### src/include/tof_pkg.sv
/*
  Shared constants and types of the imager configuration block: register
  offsets, reset values, control field positions, timing counts, states.
  Assumes a single 10 MHz reference clock.
*/
package tof_pkg;
  // ----------------------------------------------------------------
  // Register map
  // ----------------------------------------------------------------
  localparam logic [7:0] ADDR_FIRST_FRAME_PHASE_SELECT = 8'h22;
  localparam logic [7:0] ADDR_SECOND_FRAME_PHASE_SELECT = 8'h25;
  localparam logic [7:0] ADDR_CLOCK_SOURCE_AND_PLL_CONTROL = 8'h7D;
  localparam logic [7:0] ADDR_CLOCK_GATING_CONTROL = 8'h80;
  localparam logic [7:0] ADDR_MODULATION_SELECT = 8'h92;
  localparam logic [7:0] ADDR_INT_LENGTH_HI = 8'hA2;
  localparam logic [7:0] ADDR_INT_LENGTH_LO = 8'hA3;
  localparam logic [7:0] ADDR_SUPPLY_ENABLE_CONTROL = 8'hA5;
  localparam logic [7:0] ADDR_NV_PAGE_BASE = 8'h80;
  // ----------------------------------------------------------------
  // Control page defaults
  // ----------------------------------------------------------------
  localparam logic [7:0] RST_FIRST_FRAME_PHASE_SELECT = 8'h30;
  localparam logic [7:0] RST_SECOND_FRAME_PHASE_SELECT = 8'h35;
  localparam logic [7:0] RST_CLOCK_SOURCE_AND_PLL_CONTROL = 8'h04;
  localparam logic [7:0] RST_OTHER = 8'h00;
  // ----------------------------------------------------------------
  // Fields and codes
  // ----------------------------------------------------------------
  localparam int MODE_PLL_EN_BIT = 2;
  localparam int MODE_CRYSTAL_OSCILLATOR_CLOCK_SEL_BIT = 4;
  localparam int SUPPLY_BITS = 3;
  localparam int CLOCK_BITS = 6;
  localparam logic [7:0] PHASE_SEL_0 = 8'h34;
  localparam logic [7:0] PHASE_SEL_1 = 8'h31;
  localparam logic [7:0] PHASE_SEL_2 = 8'h32;
  localparam logic [7:0] PHASE_SEL_3 = 8'h33;
  localparam logic [7:0] MOD_SEL_ROLLING = 8'h00;
  localparam logic [6:0] I2C_DEV_ADDR = 7'h20;
  localparam int REG_WORDS = 256;
  localparam int NV_WORDS = 128;
  // ----------------------------------------------------------------
  // Timing
  // ----------------------------------------------------------------
  localparam int CLK_PERIOD_NS = 100;
  localparam int PLL_SETTLE_NS = 32000;
  localparam int PLL_SETTLE_CYC =
    (PLL_SETTLE_NS + CLK_PERIOD_NS - 1) / CLK_PERIOD_NS + 1;
  localparam int PIXEL_ROWS = 60;
  localparam int ROW_CYCLES = 16;
  // ----------------------------------------------------------------
  // States
  // ----------------------------------------------------------------
  typedef enum logic [2:0] {
    OP_RESET = 3'b000,
    OP_LOAD = 3'b001,
    OP_READY = 3'b010,
    OP_INTEG = 3'b011,
    OP_CONV = 3'b100,
    OP_CONV_OUT = 3'b101,
    OP_ROW_OUT = 3'b110
  } tof_op_t;
  typedef enum logic [3:0] {
    I2C_IDLE = 4'b0000,
    I2C_ADDR = 4'b0001,
    I2C_ACK_A = 4'b0010,
    I2C_REG = 4'b0011,
    I2C_ACK_R = 4'b0100,
    I2C_WDATA = 4'b0101,
    I2C_ACK_W = 4'b0110,
    I2C_RDATA = 4'b0111,
    I2C_RACK = 4'b1000
  } tof_i2c_t;
endpackage

### src/include/tof_mem_if.sv
/*
  Carrier between the control logic and the register memory.
  Assumes both ends on ref_clk; read data arrive one cycle after address.
*/
interface tof_mem_if;
  logic we;
  logic [7:0] wa;
  logic [7:0] wd;
  logic nvWe;
  logic [7:0] ra;
  logic [7:0] rd;
  logic [7:0] nvRd;
  modport ctrl (output we, wa, wd, nvWe, ra, input rd, nvRd);
  modport mem (input we, wa, wd, nvWe, ra, output rd, nvRd);
endinterface

### src/core/tof_reg_mem.sv
/*
  Register memory: 256 working bytes plus the nonvolatile page store.
  Assumes the nonvolatile array is not cleared by reset; reads registered.
*/
module tof_reg_mem (
  input wire logic ref_clk,
  tof_mem_if.mem bus
);
  import tof_pkg::*;

  logic [7:0] work [REG_WORDS];
  logic [7:0] nvStore [NV_WORDS];

  // ----------------------------------------------------------------
  // Arrays
  // ----------------------------------------------------------------
  // No reset here: the store must keep its contents across resets
  always_ff @(posedge ref_clk) begin
    if (bus.we) begin
      work[bus.wa] <= bus.wd;
    end
    if (bus.nvWe) begin
      nvStore[bus.wa[6:0]] <= bus.wd;
    end
    bus.rd <= work[bus.ra];
    bus.nvRd <= nvStore[bus.ra[6:0]];
  end
endmodule

### src/core/tof_cfg_ctrl.sv
/*
  Configuration register space and operating-state control of the imager:
  I2C register slave, reload of the register pages, power and clock
  controls, acquisition state sequence and correlation sample selection.
  Assumes a 10 MHz ref_clk, the I2C wire resolved outside from the enable,
  and a host that keeps the power sequencing and computation duties.
*/
// Operation
// - Reset held: oscillator runs, PLL and system clocks stopped.
// - After reset: PLL and clocks run, ready state awaits trigger.
// - Trigger starts integration; its end starts row conversion.
// - Send each converted row while converting next; last row alone.
// - Supply register zero switches supplies off, 0x07 back on.
// - Clock register zero stops clocks, 0x3F restarts them.
// - Mode 0x14 picks crystal with PLL on; 0x10 also stops PLL.
// - Mode 0x04 switches system clock back to PLL output.
// - Each acquisition uses its own programmed parameters.
// - Rolling codes 0x34,0x31,0x32,0x33 give phases 0 to 3.
// - Byte-wide register space of 256 locations.
// - Upper half backed by nonvolatile store surviving power loss.
// - Every location readable and writable over I2C.
// - Multi-byte values stored most significant byte first.
// - Control page restores fixed defaults on any reset.
// - Upper page reloads from nonvolatile store on any reset.
// - Register pointer increments after each data byte.
module tof_cfg_ctrl #(
  parameter int ROWS = tof_pkg::PIXEL_ROWS,
  parameter int ROW_CYC = tof_pkg::ROW_CYCLES,
  parameter logic [6:0] DEV_ADDR = tof_pkg::I2C_DEV_ADDR
) (
  input wire logic ref_clk,
  input wire logic rst,
  input wire logic i2cScl,
  input wire logic i2cSdaIn,
  output logic i2cSdaOut,
  output logic i2cSdaOe,
  input wire logic shutterPin,
  input wire logic nvProgramEn,
  output logic oscRun,
  output logic pllRun,
  output logic pllStable,
  output logic sysClkFromXtal,
  output logic sysClkRun,
  output logic [tof_pkg::CLOCK_BITS-1:0] clockEnable,
  output logic [tof_pkg::SUPPLY_BITS-1:0] supplyEnable,
  output tof_pkg::tof_op_t opState,
  output logic configReady,
  output logic rowConverting,
  output logic rowSending,
  output logic [7:0] convRow,
  output logic [1:0] samplePhase,
  output logic [7:0] sampleModSel
);
  import tof_pkg::*;

  typedef struct packed {
    logic sclS1, sclS2, sclS3;
    logic sdaS1, sdaS2, sdaS3;
    logic shS1, shS2, shS3;
    logic nvpS1, nvpS2;
    tof_op_t op;
    logic [8:0] loadIdx;
    tof_i2c_t i2c;
    logic [7:0] ptr;
    logic [3:0] bitCnt;
    logic [7:0] shift;
    logic [7:0] tx;
    logic rw;
    logic mAck;
    logic sdaOe;
    logic memWe;
    logic nvWe;
    logic [7:0] memWa;
    logic [7:0] memWd;
    logic [7:0] phaseSel;
    logic [7:0] modSel;
    logic [7:0] intHi;
    logic [7:0] intLo;
    logic [7:0] supply;
    logic [7:0] clkGate;
    logic [7:0] modeCtl;
    logic [1:0] phase;
    logic [7:0] modLatched;
    logic [16:0] cnt;
    logic [7:0] row;
    logic [9:0] pllCnt;
    logic pllOk;
  } tof_st_t;

  localparam tof_st_t ST_RESET = '{
    sclS1: 1'b1, sclS2: 1'b1, sclS3: 1'b1,
    sdaS1: 1'b1, sdaS2: 1'b1, sdaS3: 1'b1,
    op: OP_RESET, i2c: I2C_IDLE,
    phaseSel: RST_FIRST_FRAME_PHASE_SELECT,
    modeCtl: RST_CLOCK_SOURCE_AND_PLL_CONTROL,
    default: '0
  };
  localparam logic [16:0] ROW_RELOAD = 17'(ROW_CYC - 1);
  localparam logic [7:0] LAST_ROW = 8'(ROWS - 1);
  localparam logic [9:0] PLL_WAIT = 10'(PLL_SETTLE_CYC);

  tof_st_t s_ff;
  tof_st_t nxt_s;
  tof_mem_if memBus ();

  // ----------------------------------------------------------------
  // Helpers
  // ----------------------------------------------------------------
  // Fixed start values of the control page
  function automatic logic [7:0] ctrlDefault(input logic [7:0] a);
    unique case (a)
      ADDR_FIRST_FRAME_PHASE_SELECT: return RST_FIRST_FRAME_PHASE_SELECT;
      ADDR_SECOND_FRAME_PHASE_SELECT: return RST_SECOND_FRAME_PHASE_SELECT;
      ADDR_CLOCK_SOURCE_AND_PLL_CONTROL:
        return RST_CLOCK_SOURCE_AND_PLL_CONTROL;
      default: return RST_OTHER;
    endcase
  endfunction

  // Local copies of the registers the block itself acts on
  function automatic tof_st_t shadowUpd(input tof_st_t st,
                                        input logic [7:0] a,
                                        input logic [7:0] d);
    tof_st_t r;
    r = st;
    unique case (a)
      ADDR_FIRST_FRAME_PHASE_SELECT: r.phaseSel = d;
      ADDR_MODULATION_SELECT: r.modSel = d;
      ADDR_INT_LENGTH_HI: r.intHi = d;
      ADDR_INT_LENGTH_LO: r.intLo = d;
      ADDR_SUPPLY_ENABLE_CONTROL: r.supply = d;
      ADDR_CLOCK_GATING_CONTROL: r.clkGate = d;
      ADDR_CLOCK_SOURCE_AND_PLL_CONTROL: r.modeCtl = d;
      default: r = st;
    endcase
    return r;
  endfunction

  function automatic logic [1:0] phaseOf(input logic [7:0] sel);
    unique case (sel)
      PHASE_SEL_0: return 2'h0;
      PHASE_SEL_1: return 2'h1;
      PHASE_SEL_2: return 2'h2;
      PHASE_SEL_3: return 2'h3;
      default: return 2'h0;
    endcase
  endfunction

  // ----------------------------------------------------------------
  // Next state
  // ----------------------------------------------------------------
  logic sclRise, sclFall, startCond, stopCond, shutterEdge;

  always_comb begin
    nxt_s = s_ff;
    sclRise = s_ff.sclS2 & ~s_ff.sclS3;
    sclFall = ~s_ff.sclS2 & s_ff.sclS3;
    startCond = s_ff.sclS2 & s_ff.sclS3 & ~s_ff.sdaS2 & s_ff.sdaS3;
    stopCond = s_ff.sclS2 & s_ff.sclS3 & s_ff.sdaS2 & ~s_ff.sdaS3;
    shutterEdge = s_ff.shS2 & ~s_ff.shS3;

    // Pins pass two flops before any logic reads them
    nxt_s.sclS1 = i2cScl;
    nxt_s.sclS2 = s_ff.sclS1;
    nxt_s.sclS3 = s_ff.sclS2;
    nxt_s.sdaS1 = i2cSdaIn;
    nxt_s.sdaS2 = s_ff.sdaS1;
    nxt_s.sdaS3 = s_ff.sdaS2;
    nxt_s.shS1 = shutterPin;
    nxt_s.shS2 = s_ff.shS1;
    nxt_s.shS3 = s_ff.shS2;
    nxt_s.nvpS1 = nvProgramEn;
    nxt_s.nvpS2 = s_ff.nvpS1;
    nxt_s.memWe = 1'b0;
    nxt_s.nvWe = 1'b0;

    // PLL settle timer, restarted whenever the PLL is off
    if (s_ff.op == OP_RESET || !s_ff.modeCtl[MODE_PLL_EN_BIT]) begin
      nxt_s.pllCnt = '0;
      nxt_s.pllOk = 1'b0;
    end else if (s_ff.pllCnt == PLL_WAIT) begin
      nxt_s.pllOk = 1'b1;
    end else begin
      nxt_s.pllCnt = s_ff.pllCnt + 10'h001;
    end

    // ---------------- operating states ----------------
    unique case (s_ff.op)
      OP_RESET: begin
        nxt_s.op = OP_LOAD;
        nxt_s.loadIdx = '0;
      end
      OP_LOAD: begin
        // Read data lag one cycle, so entry i writes location i-1
        if (s_ff.loadIdx != 9'h000) begin
          nxt_s.memWe = 1'b1;
          nxt_s.memWa = 8'(s_ff.loadIdx - 9'h001);
          if (nxt_s.memWa < ADDR_NV_PAGE_BASE) begin
            nxt_s.memWd = ctrlDefault(nxt_s.memWa);
          end else begin
            nxt_s.memWd = memBus.nvRd;
          end
          nxt_s = shadowUpd(nxt_s, nxt_s.memWa, nxt_s.memWd);
        end
        if (s_ff.loadIdx == 9'(REG_WORDS)) begin
          nxt_s.op = OP_READY;
        end else begin
          nxt_s.loadIdx = s_ff.loadIdx + 9'h001;
        end
      end
      OP_READY: begin
        if (shutterEdge) begin
          // Parameters are frozen per acquisition
          nxt_s.op = OP_INTEG;
          nxt_s.cnt = {1'b0, s_ff.intHi, s_ff.intLo};
          nxt_s.modLatched = s_ff.modSel;
          nxt_s.phase = (s_ff.modSel == MOD_SEL_ROLLING) ?
                        phaseOf(s_ff.phaseSel) : 2'h0;
        end
      end
      OP_INTEG: begin
        if (s_ff.cnt == 17'h00000) begin
          nxt_s.op = OP_CONV;
          nxt_s.cnt = ROW_RELOAD;
          nxt_s.row = '0;
        end else begin
          nxt_s.cnt = s_ff.cnt - 17'h00001;
        end
      end
      OP_CONV, OP_CONV_OUT: begin
        if (s_ff.cnt != 17'h00000) begin
          nxt_s.cnt = s_ff.cnt - 17'h00001;
        end else begin
          nxt_s.cnt = ROW_RELOAD;
          if (s_ff.row == LAST_ROW) begin
            nxt_s.op = OP_ROW_OUT;
          end else begin
            nxt_s.op = OP_CONV_OUT;
            nxt_s.row = s_ff.row + 8'h01;
          end
        end
      end
      OP_ROW_OUT: begin
        if (s_ff.cnt == 17'h00000) begin
          nxt_s.op = OP_READY;
        end else begin
          nxt_s.cnt = s_ff.cnt - 17'h00001;
        end
      end
      default: nxt_s.op = OP_READY;
    endcase

    // ---------------- I2C register slave ----------------
    if (sclRise) begin
      if (s_ff.i2c == I2C_RACK) begin
        nxt_s.mAck = ~s_ff.sdaS2;
      end else if (s_ff.bitCnt != 4'h8) begin
        nxt_s.shift = {s_ff.shift[6:0], s_ff.sdaS2};
        nxt_s.bitCnt = s_ff.bitCnt + 4'h1;
      end
    end
    if (sclFall) begin
      unique case (s_ff.i2c)
        I2C_IDLE: nxt_s.sdaOe = 1'b0;
        I2C_ADDR: begin
          if (s_ff.bitCnt == 4'h8) begin
            // No answer while the pages are still being reloaded
            if (s_ff.shift[7:1] == DEV_ADDR && s_ff.op != OP_LOAD &&
                s_ff.op != OP_RESET) begin
              nxt_s.i2c = I2C_ACK_A;
              nxt_s.rw = s_ff.shift[0];
              nxt_s.sdaOe = 1'b1;
            end else begin
              nxt_s.i2c = I2C_IDLE;
            end
          end
        end
        I2C_ACK_A: begin
          nxt_s.bitCnt = '0;
          if (s_ff.rw) begin
            nxt_s.i2c = I2C_RDATA;
            nxt_s.tx = memBus.rd;
            nxt_s.sdaOe = ~memBus.rd[7];
            nxt_s.ptr = s_ff.ptr + 8'h01;
          end else begin
            nxt_s.i2c = I2C_REG;
            nxt_s.sdaOe = 1'b0;
          end
        end
        I2C_REG: begin
          if (s_ff.bitCnt == 4'h8) begin
            nxt_s.ptr = s_ff.shift;
            nxt_s.i2c = I2C_ACK_R;
            nxt_s.sdaOe = 1'b1;
          end
        end
        I2C_ACK_R, I2C_ACK_W: begin
          nxt_s.i2c = I2C_WDATA;
          nxt_s.bitCnt = '0;
          nxt_s.sdaOe = 1'b0;
        end
        I2C_WDATA: begin
          if (s_ff.bitCnt == 4'h8) begin
            // Store and act on the byte at the acknowledge
            nxt_s.memWe = 1'b1;
            nxt_s.memWa = s_ff.ptr;
            nxt_s.memWd = s_ff.shift;
            nxt_s.nvWe = s_ff.nvpS2 &
                         (s_ff.ptr >= ADDR_NV_PAGE_BASE);
            nxt_s = shadowUpd(nxt_s, s_ff.ptr, s_ff.shift);
            nxt_s.ptr = s_ff.ptr + 8'h01;
            nxt_s.i2c = I2C_ACK_W;
            nxt_s.sdaOe = 1'b1;
          end
        end
        I2C_RDATA: begin
          if (s_ff.bitCnt == 4'h8) begin
            nxt_s.i2c = I2C_RACK;
            nxt_s.sdaOe = 1'b0;
          end else begin
            nxt_s.tx = {s_ff.tx[6:0], 1'b0};
            nxt_s.sdaOe = ~s_ff.tx[6];
          end
        end
        I2C_RACK: begin
          nxt_s.bitCnt = '0;
          if (s_ff.mAck) begin
            nxt_s.i2c = I2C_RDATA;
            nxt_s.tx = memBus.rd;
            nxt_s.sdaOe = ~memBus.rd[7];
            nxt_s.ptr = s_ff.ptr + 8'h01;
          end else begin
            nxt_s.i2c = I2C_IDLE;
          end
        end
        default: nxt_s.i2c = I2C_IDLE;
      endcase
    end
    if (startCond) begin
      nxt_s.i2c = I2C_ADDR;
      nxt_s.bitCnt = '0;
      nxt_s.sdaOe = 1'b0;
    end else if (stopCond) begin
      nxt_s.i2c = I2C_IDLE;
      nxt_s.sdaOe = 1'b0;
    end
  end

  // ----------------------------------------------------------------
  // State register
  // ----------------------------------------------------------------
  always_ff @(posedge ref_clk) begin
    if (rst) begin
      s_ff <= ST_RESET;
    end else begin
      s_ff <= nxt_s;
    end
  end

  // ----------------------------------------------------------------
  // Memory and outputs
  // ----------------------------------------------------------------
  assign memBus.we = s_ff.memWe;
  assign memBus.wa = s_ff.memWa;
  assign memBus.wd = s_ff.memWd;
  assign memBus.nvWe = s_ff.nvWe;
  assign memBus.ra = (s_ff.op == OP_LOAD) ? s_ff.loadIdx[7:0] : s_ff.ptr;

  tof_reg_mem u_mem (
    .ref_clk(ref_clk),
    .bus(memBus.mem)
  );

  // Open-drain: only ever pulls low
  assign i2cSdaOut = 1'b0;
  assign i2cSdaOe = s_ff.sdaOe;
  assign oscRun = 1'b1;
  assign sysClkRun = s_ff.op != OP_RESET;
  assign pllRun = sysClkRun & s_ff.modeCtl[MODE_PLL_EN_BIT];
  assign pllStable = s_ff.pllOk;
  assign sysClkFromXtal = s_ff.modeCtl[MODE_CRYSTAL_OSCILLATOR_CLOCK_SEL_BIT];
  assign clockEnable = sysClkRun ? s_ff.clkGate[CLOCK_BITS-1:0] :
                       '0;
  assign supplyEnable = s_ff.supply[SUPPLY_BITS-1:0];
  assign opState = s_ff.op;
  assign configReady = s_ff.op != OP_RESET && s_ff.op != OP_LOAD;
  assign rowConverting = s_ff.op == OP_CONV ||
                         s_ff.op == OP_CONV_OUT;
  assign rowSending = s_ff.op == OP_CONV_OUT ||
                      s_ff.op == OP_ROW_OUT;
  assign convRow = s_ff.row;
  assign samplePhase = s_ff.phase;
  assign sampleModSel = s_ff.modLatched;
endmodule

### config.mk
export PLATFORM = sky130hd
export DESIGN_NAME = tof_cfg_ctrl
export DESIGN_NICKNAME = d
export VERILOG_FILES = /design/src/include/tof_pkg.sv /design/src/include/tof_mem_if.sv /design/src/core/tof_reg_mem.sv /design/src/core/tof_cfg_ctrl.sv
export SDC_FILE = /design/constraint.sdc
export NUM_CORES = 2
export LEC_CHECK = 0
export BUFFER_PORTS_ARGS = -buffer_cell sky130_fd_sc_hd__clkbuf_2
export CAP_MARGIN = 40
export CORE_MARGIN = 2
export CORE_UTILIZATION = 25
export CTS_BUF_LIST = sky130_fd_sc_hd__clkbuf_4
export DETAILED_ROUTE_END_ITERATION = 16
export PLACE_DENSITY_LB_ADDON = 0.05
export SETUP_SLACK_MARGIN = 0.02
export SLEW_MARGIN = 20
export SYNTH_ARGS = -nofsm -noshare
export SYNTH_HDL_FRONTEND = slang
export SYNTH_HIERARCHICAL = 1
export SYNTH_SLANG_ARGS = --single-unit
### constraint.sdc
create_clock -name ref_clk -period 5.95 [get_ports ref_clk]
set_input_delay 0.2975 -clock ref_clk [delete_from_list [all_inputs] [get_ports ref_clk]]
set_output_delay 0.2975 -clock ref_clk [all_outputs]
set_load 0.1 [all_outputs]
==> metrics.md <==
| Metric | Value |
|---|---|
| Adder-cell area share of the yosys netlist | `0.156%` |
| TritonCTS Buffers | `917` |
| Yosys warns | `6` |
| Worst skew pair latency | `1.72 ns` |
| Clk pwr share | `43.8%` |
| Worst r2r path cells | `13` |
| Io pins | `46` |
| Non-Filler Instances | `around 15000` |
| Number of antenna violations at the first check in global routing | `38` |
| Worst Hold Class | `flip-flop to flip-flop` |
| P_leak | `47.8 nW` |
| Post-DRT Antenna Nets | `0` |
| Peak VDD IR | `0.175 mV` |
| Final Hold Violating Endpoints | `0` |
| Post-CTS setup buffers | `0` |
| Post-synth top cells | `edfxtp_1, mux4_2, nor2_1` |
| Count of cell types in the netlist | `91` |
| Core Util, Final | `29.8%` |
| CP Launch Type | `flip-flop` |
| H-tree Lvls | `6` |
| Drt initial violations | `5349` |
| Area Overhead vs Synth | `18.6%` |
| Syn Inst Count | `6509` |
| Most frequent cell after synthesis | `edfxtp_1` |
| Starting Density | `25.1%` |
| Routed vias | `69800` |
| Setup CP Type | `flip-flop to flip-flop` |
| Area leader, netlist | `edfxtp_1` |
| Switching portion of total power | `a little under a quarter` |
| Pint | `35.9 mW` |
| Detailed Place HPWL | `271 mm` |
| Fin crit share | `82.4%` |
| Global placement routability congestion | `0.742` |
| Mux contribution to synthesized area | `around 15%` |
| Max cap viols | `0` |
| Pins Over Slew Limit | `0` |
| Max-Slew Margin vs Limit | `between 20 and 25%` |
| Pre-CTS setup slack | `0.986 ns` |
| Gr ovfl total | `0` |
| Vias in the first global route | `roughly 73000` |
| CTS-repair resized insts | `0` |
| Total length of routed wires | `426 mm` |
| PD cells | `307 nW/um2` |
| Core footprint | `510000 um2` |
| Setup WS post-layout | `1.05 ns` |
| Avg Cell Area, Syn | `approximately 20 um2` |
| Seq pwr share | `53.5%` |
| Status | `finished clean` |
| Synth Area in Compound Gates | `3.60%` |
| Crit end category | `flip-flop` |
| Hold WS | `0.419 ns` |
| DIE WIDTH | `720 um` |
| Gr usage total | `16.0%` |
| Simple-Gate Fraction of Synth Area | `4.01%` |
| Largest net degree at the start of global routing | `183` |
| Mapped Nets | `6531` |
| Count of state elements after synthesis | `3252` |
| Psw | `10.8 mW` |
| Cts hold-fix bufs | `17` |
| RSZ-0062 raised after global routing | `false` |
| Mean number of vias per cell | `4.59` |
| First-pass GRT wire length | `591 mm` |
| Final min period | `4.90 ns` |
| # port buffers | `43` |
| Setup violations, final | `0` |
| Pwr Total | `around 47 mW` |
| Die H | `~720 um` |
| Cell Rows | `262` |
| Root buffer cell | `clkbuf_4` |
| Cells after DPL | `13500` |
| CP Max Fanout | `26` |
| Clk slew on worst S/H paths | `0.07 ns` |
| Xor/xnor share of the synthesized area | `0.267%` |
| Worst path arrival time | `6.48 ns` |
| Fin nets | `7700` |
| F_max | `around 200 MHz` |
| CTS tree | `yes` |
| Sequential area share after synthesis | `roughly three quarters` |
| DRT Pass-1 Iters | `5` |
| Comb pwr share | `2.7%` |
| Post-synth EDFFs | `between 3000 and 4000` |
| Sink Count | `3252` |
| Residual DRC count | `0` |
| Combinational family with the most area after synthesis | `multiplexers` |
| DR WL/cell | `~28 um` |
| Top post-synthesis cells by area | `edfxtp_1, mux4_2, dfxtp_1` |
| Die area | `518000 um2` |
| Synth Cell Area | `128000 um2` |
| Most used DFF post-synth | `edfxtp_1` |
| Slew @ Worst Pin | `1.16 ns` |
| Clock tree buffer depth | `4` |
| Synth top area share | `72.0%` |
| Fin Clk Skew | `0.154 ns` |
| Share of layout cells above drive strength 1 | `34.8%` |
| Post-synthesis async set-or-reset flop share | `0%` |
| Worst Path Required | `roughly 7.5 ns` |
| Hold Path Stages | `1` |
==> kinds of logic (layout without fill, tap and decap cells) <==
logic type      Yosys count  after routing
simple gates           1118           1118
compound gates          671            671
mux                     957            957
other cells               2             23
buf+inv                 454           2377
fa+ha+maj                16             16
xor+xnor                 39             39
flops                  3252           3252
==> cell usage in the layout, fill, tap and decap left out, types with 16 or more instances in the layout <==
master,count
a211oi_1,50
a21oi_1,150
a221oi_1,18
a22oi_1,145
and2_1,16
and3_1,19
buf_12,46
buf_4,508
buf_6,19
clkbuf_2,42
clkbuf_4,1331
clkinv_1,257
clkinv_2,35
dfxtp_1,172
diode_2,21
dlygate4sd3_1,16
edfxtp_1,3072
ha_1,16
inv_1,39
mux2i_1,166
mux4_2,763
nand2_1,166
nand2b_1,26
nand3_1,54
nand4_1,17
nor2_1,557
nor2b_1,48
nor3_1,46
nor4_1,33
o21ai_0,53
o221ai_1,36
o22ai_1,75
or2_2,17
xnor2_1,22
xor2_1,17
==> routing by layer <==
layer / wire length [um] / up-vias / track usage, %
li1: - / 29900 / -
met1: 195000 / 37300 / 22.4
met2: 202000 / 1989 / 26.0
met3: 21500 / 600 / 2.96
met4: 7660 / 8 / 3.58
met5: 54 / - / 0
==> cell type report <==
| cell class | instances | area (um2) |
|---|---|---|
| diodes | 21 | 52.6 |
| fillers | 50200 | 358000 |
| clock inverters | 342 | 1660 |
| flip-flops and latches | 3252 | 95900 |
| well taps | 6732 | 8420 |
| inverters | 40 | 153 |
| multi-input cells | 2803 | 30000 |
| repair buffers | 664 | 5860 |
| clock buffers | 1331 | 9990 |
==> state kept, by name, summed over array words and instances, names as in the netlist, 2 cells and up <==
signal	flops
u_mem/work	2048
u_mem/nvStore	1024
s_ff	119
convRow	8
memBus.wa	8
memBus.wd	8
sampleModSel	8
u_mem/bus.nvRd	8
u_mem/bus.rd	8
opState	3
supplyEnable	3
samplePhase	2
==> critical path, cell delays in order, from the launching register on <==
cell,delay [ns]
dfxtp_1,0.30
buf_4,0.17
or3b_1,0.41
buf_4,0.26
o21ai_4,0.56
buf_12,0.30
buf_12,0.27
buf_4,0.33
mux4_2,0.37
mux4_2,0.51
nor2_1,0.36
nor3_1,0.19
a21oi_1,0.59
nor4_1,0.12
==> final timing paths <==
check	startpoint	to	slack, ns
setup reg to reg	opState[2]$_SDFFE_PP0P_	u_mem/bus.rd[0]$_DFF_P_	1.05
hold reg to reg	s_ff[177]$_SDFF_PP1_	s_ff[176]$_SDFF_PP1_	0.42
setup / recovery	opState[2]$_SDFFE_PP0P_	u_mem/bus.rd[0]$_DFF_P_	1.05
hold / removal	s_ff[177]$_SDFF_PP1_	s_ff[176]$_SDFF_PP1_	0.42
==> metrics by stage <==
stage	area, um2	TNS (ns)
detailed placement	140000	0
floorplan	128000	-72.01
global placement	137000	0
finish	152000	0
global route	152000	0
CTS	152000	0
==> power groups by stage <==
| stage | combinational, mW | sequential [mW] | clock [mW] |
|---|---|---|---|
| finish | 1.25 | 25.0 | 20.5 |
| global route | 1.35 | 25.0 | 22.6 |
| CTS | 1.30 | 25.0 | 21.5 |
| detailed placement | 1.29 | 25.5 | 0 |
| global placement | 1.24 | 25.5 | 0 |
| floorplan | 0.660 | 25.6 | 0 |
Power figures use the tool's default switching activity.
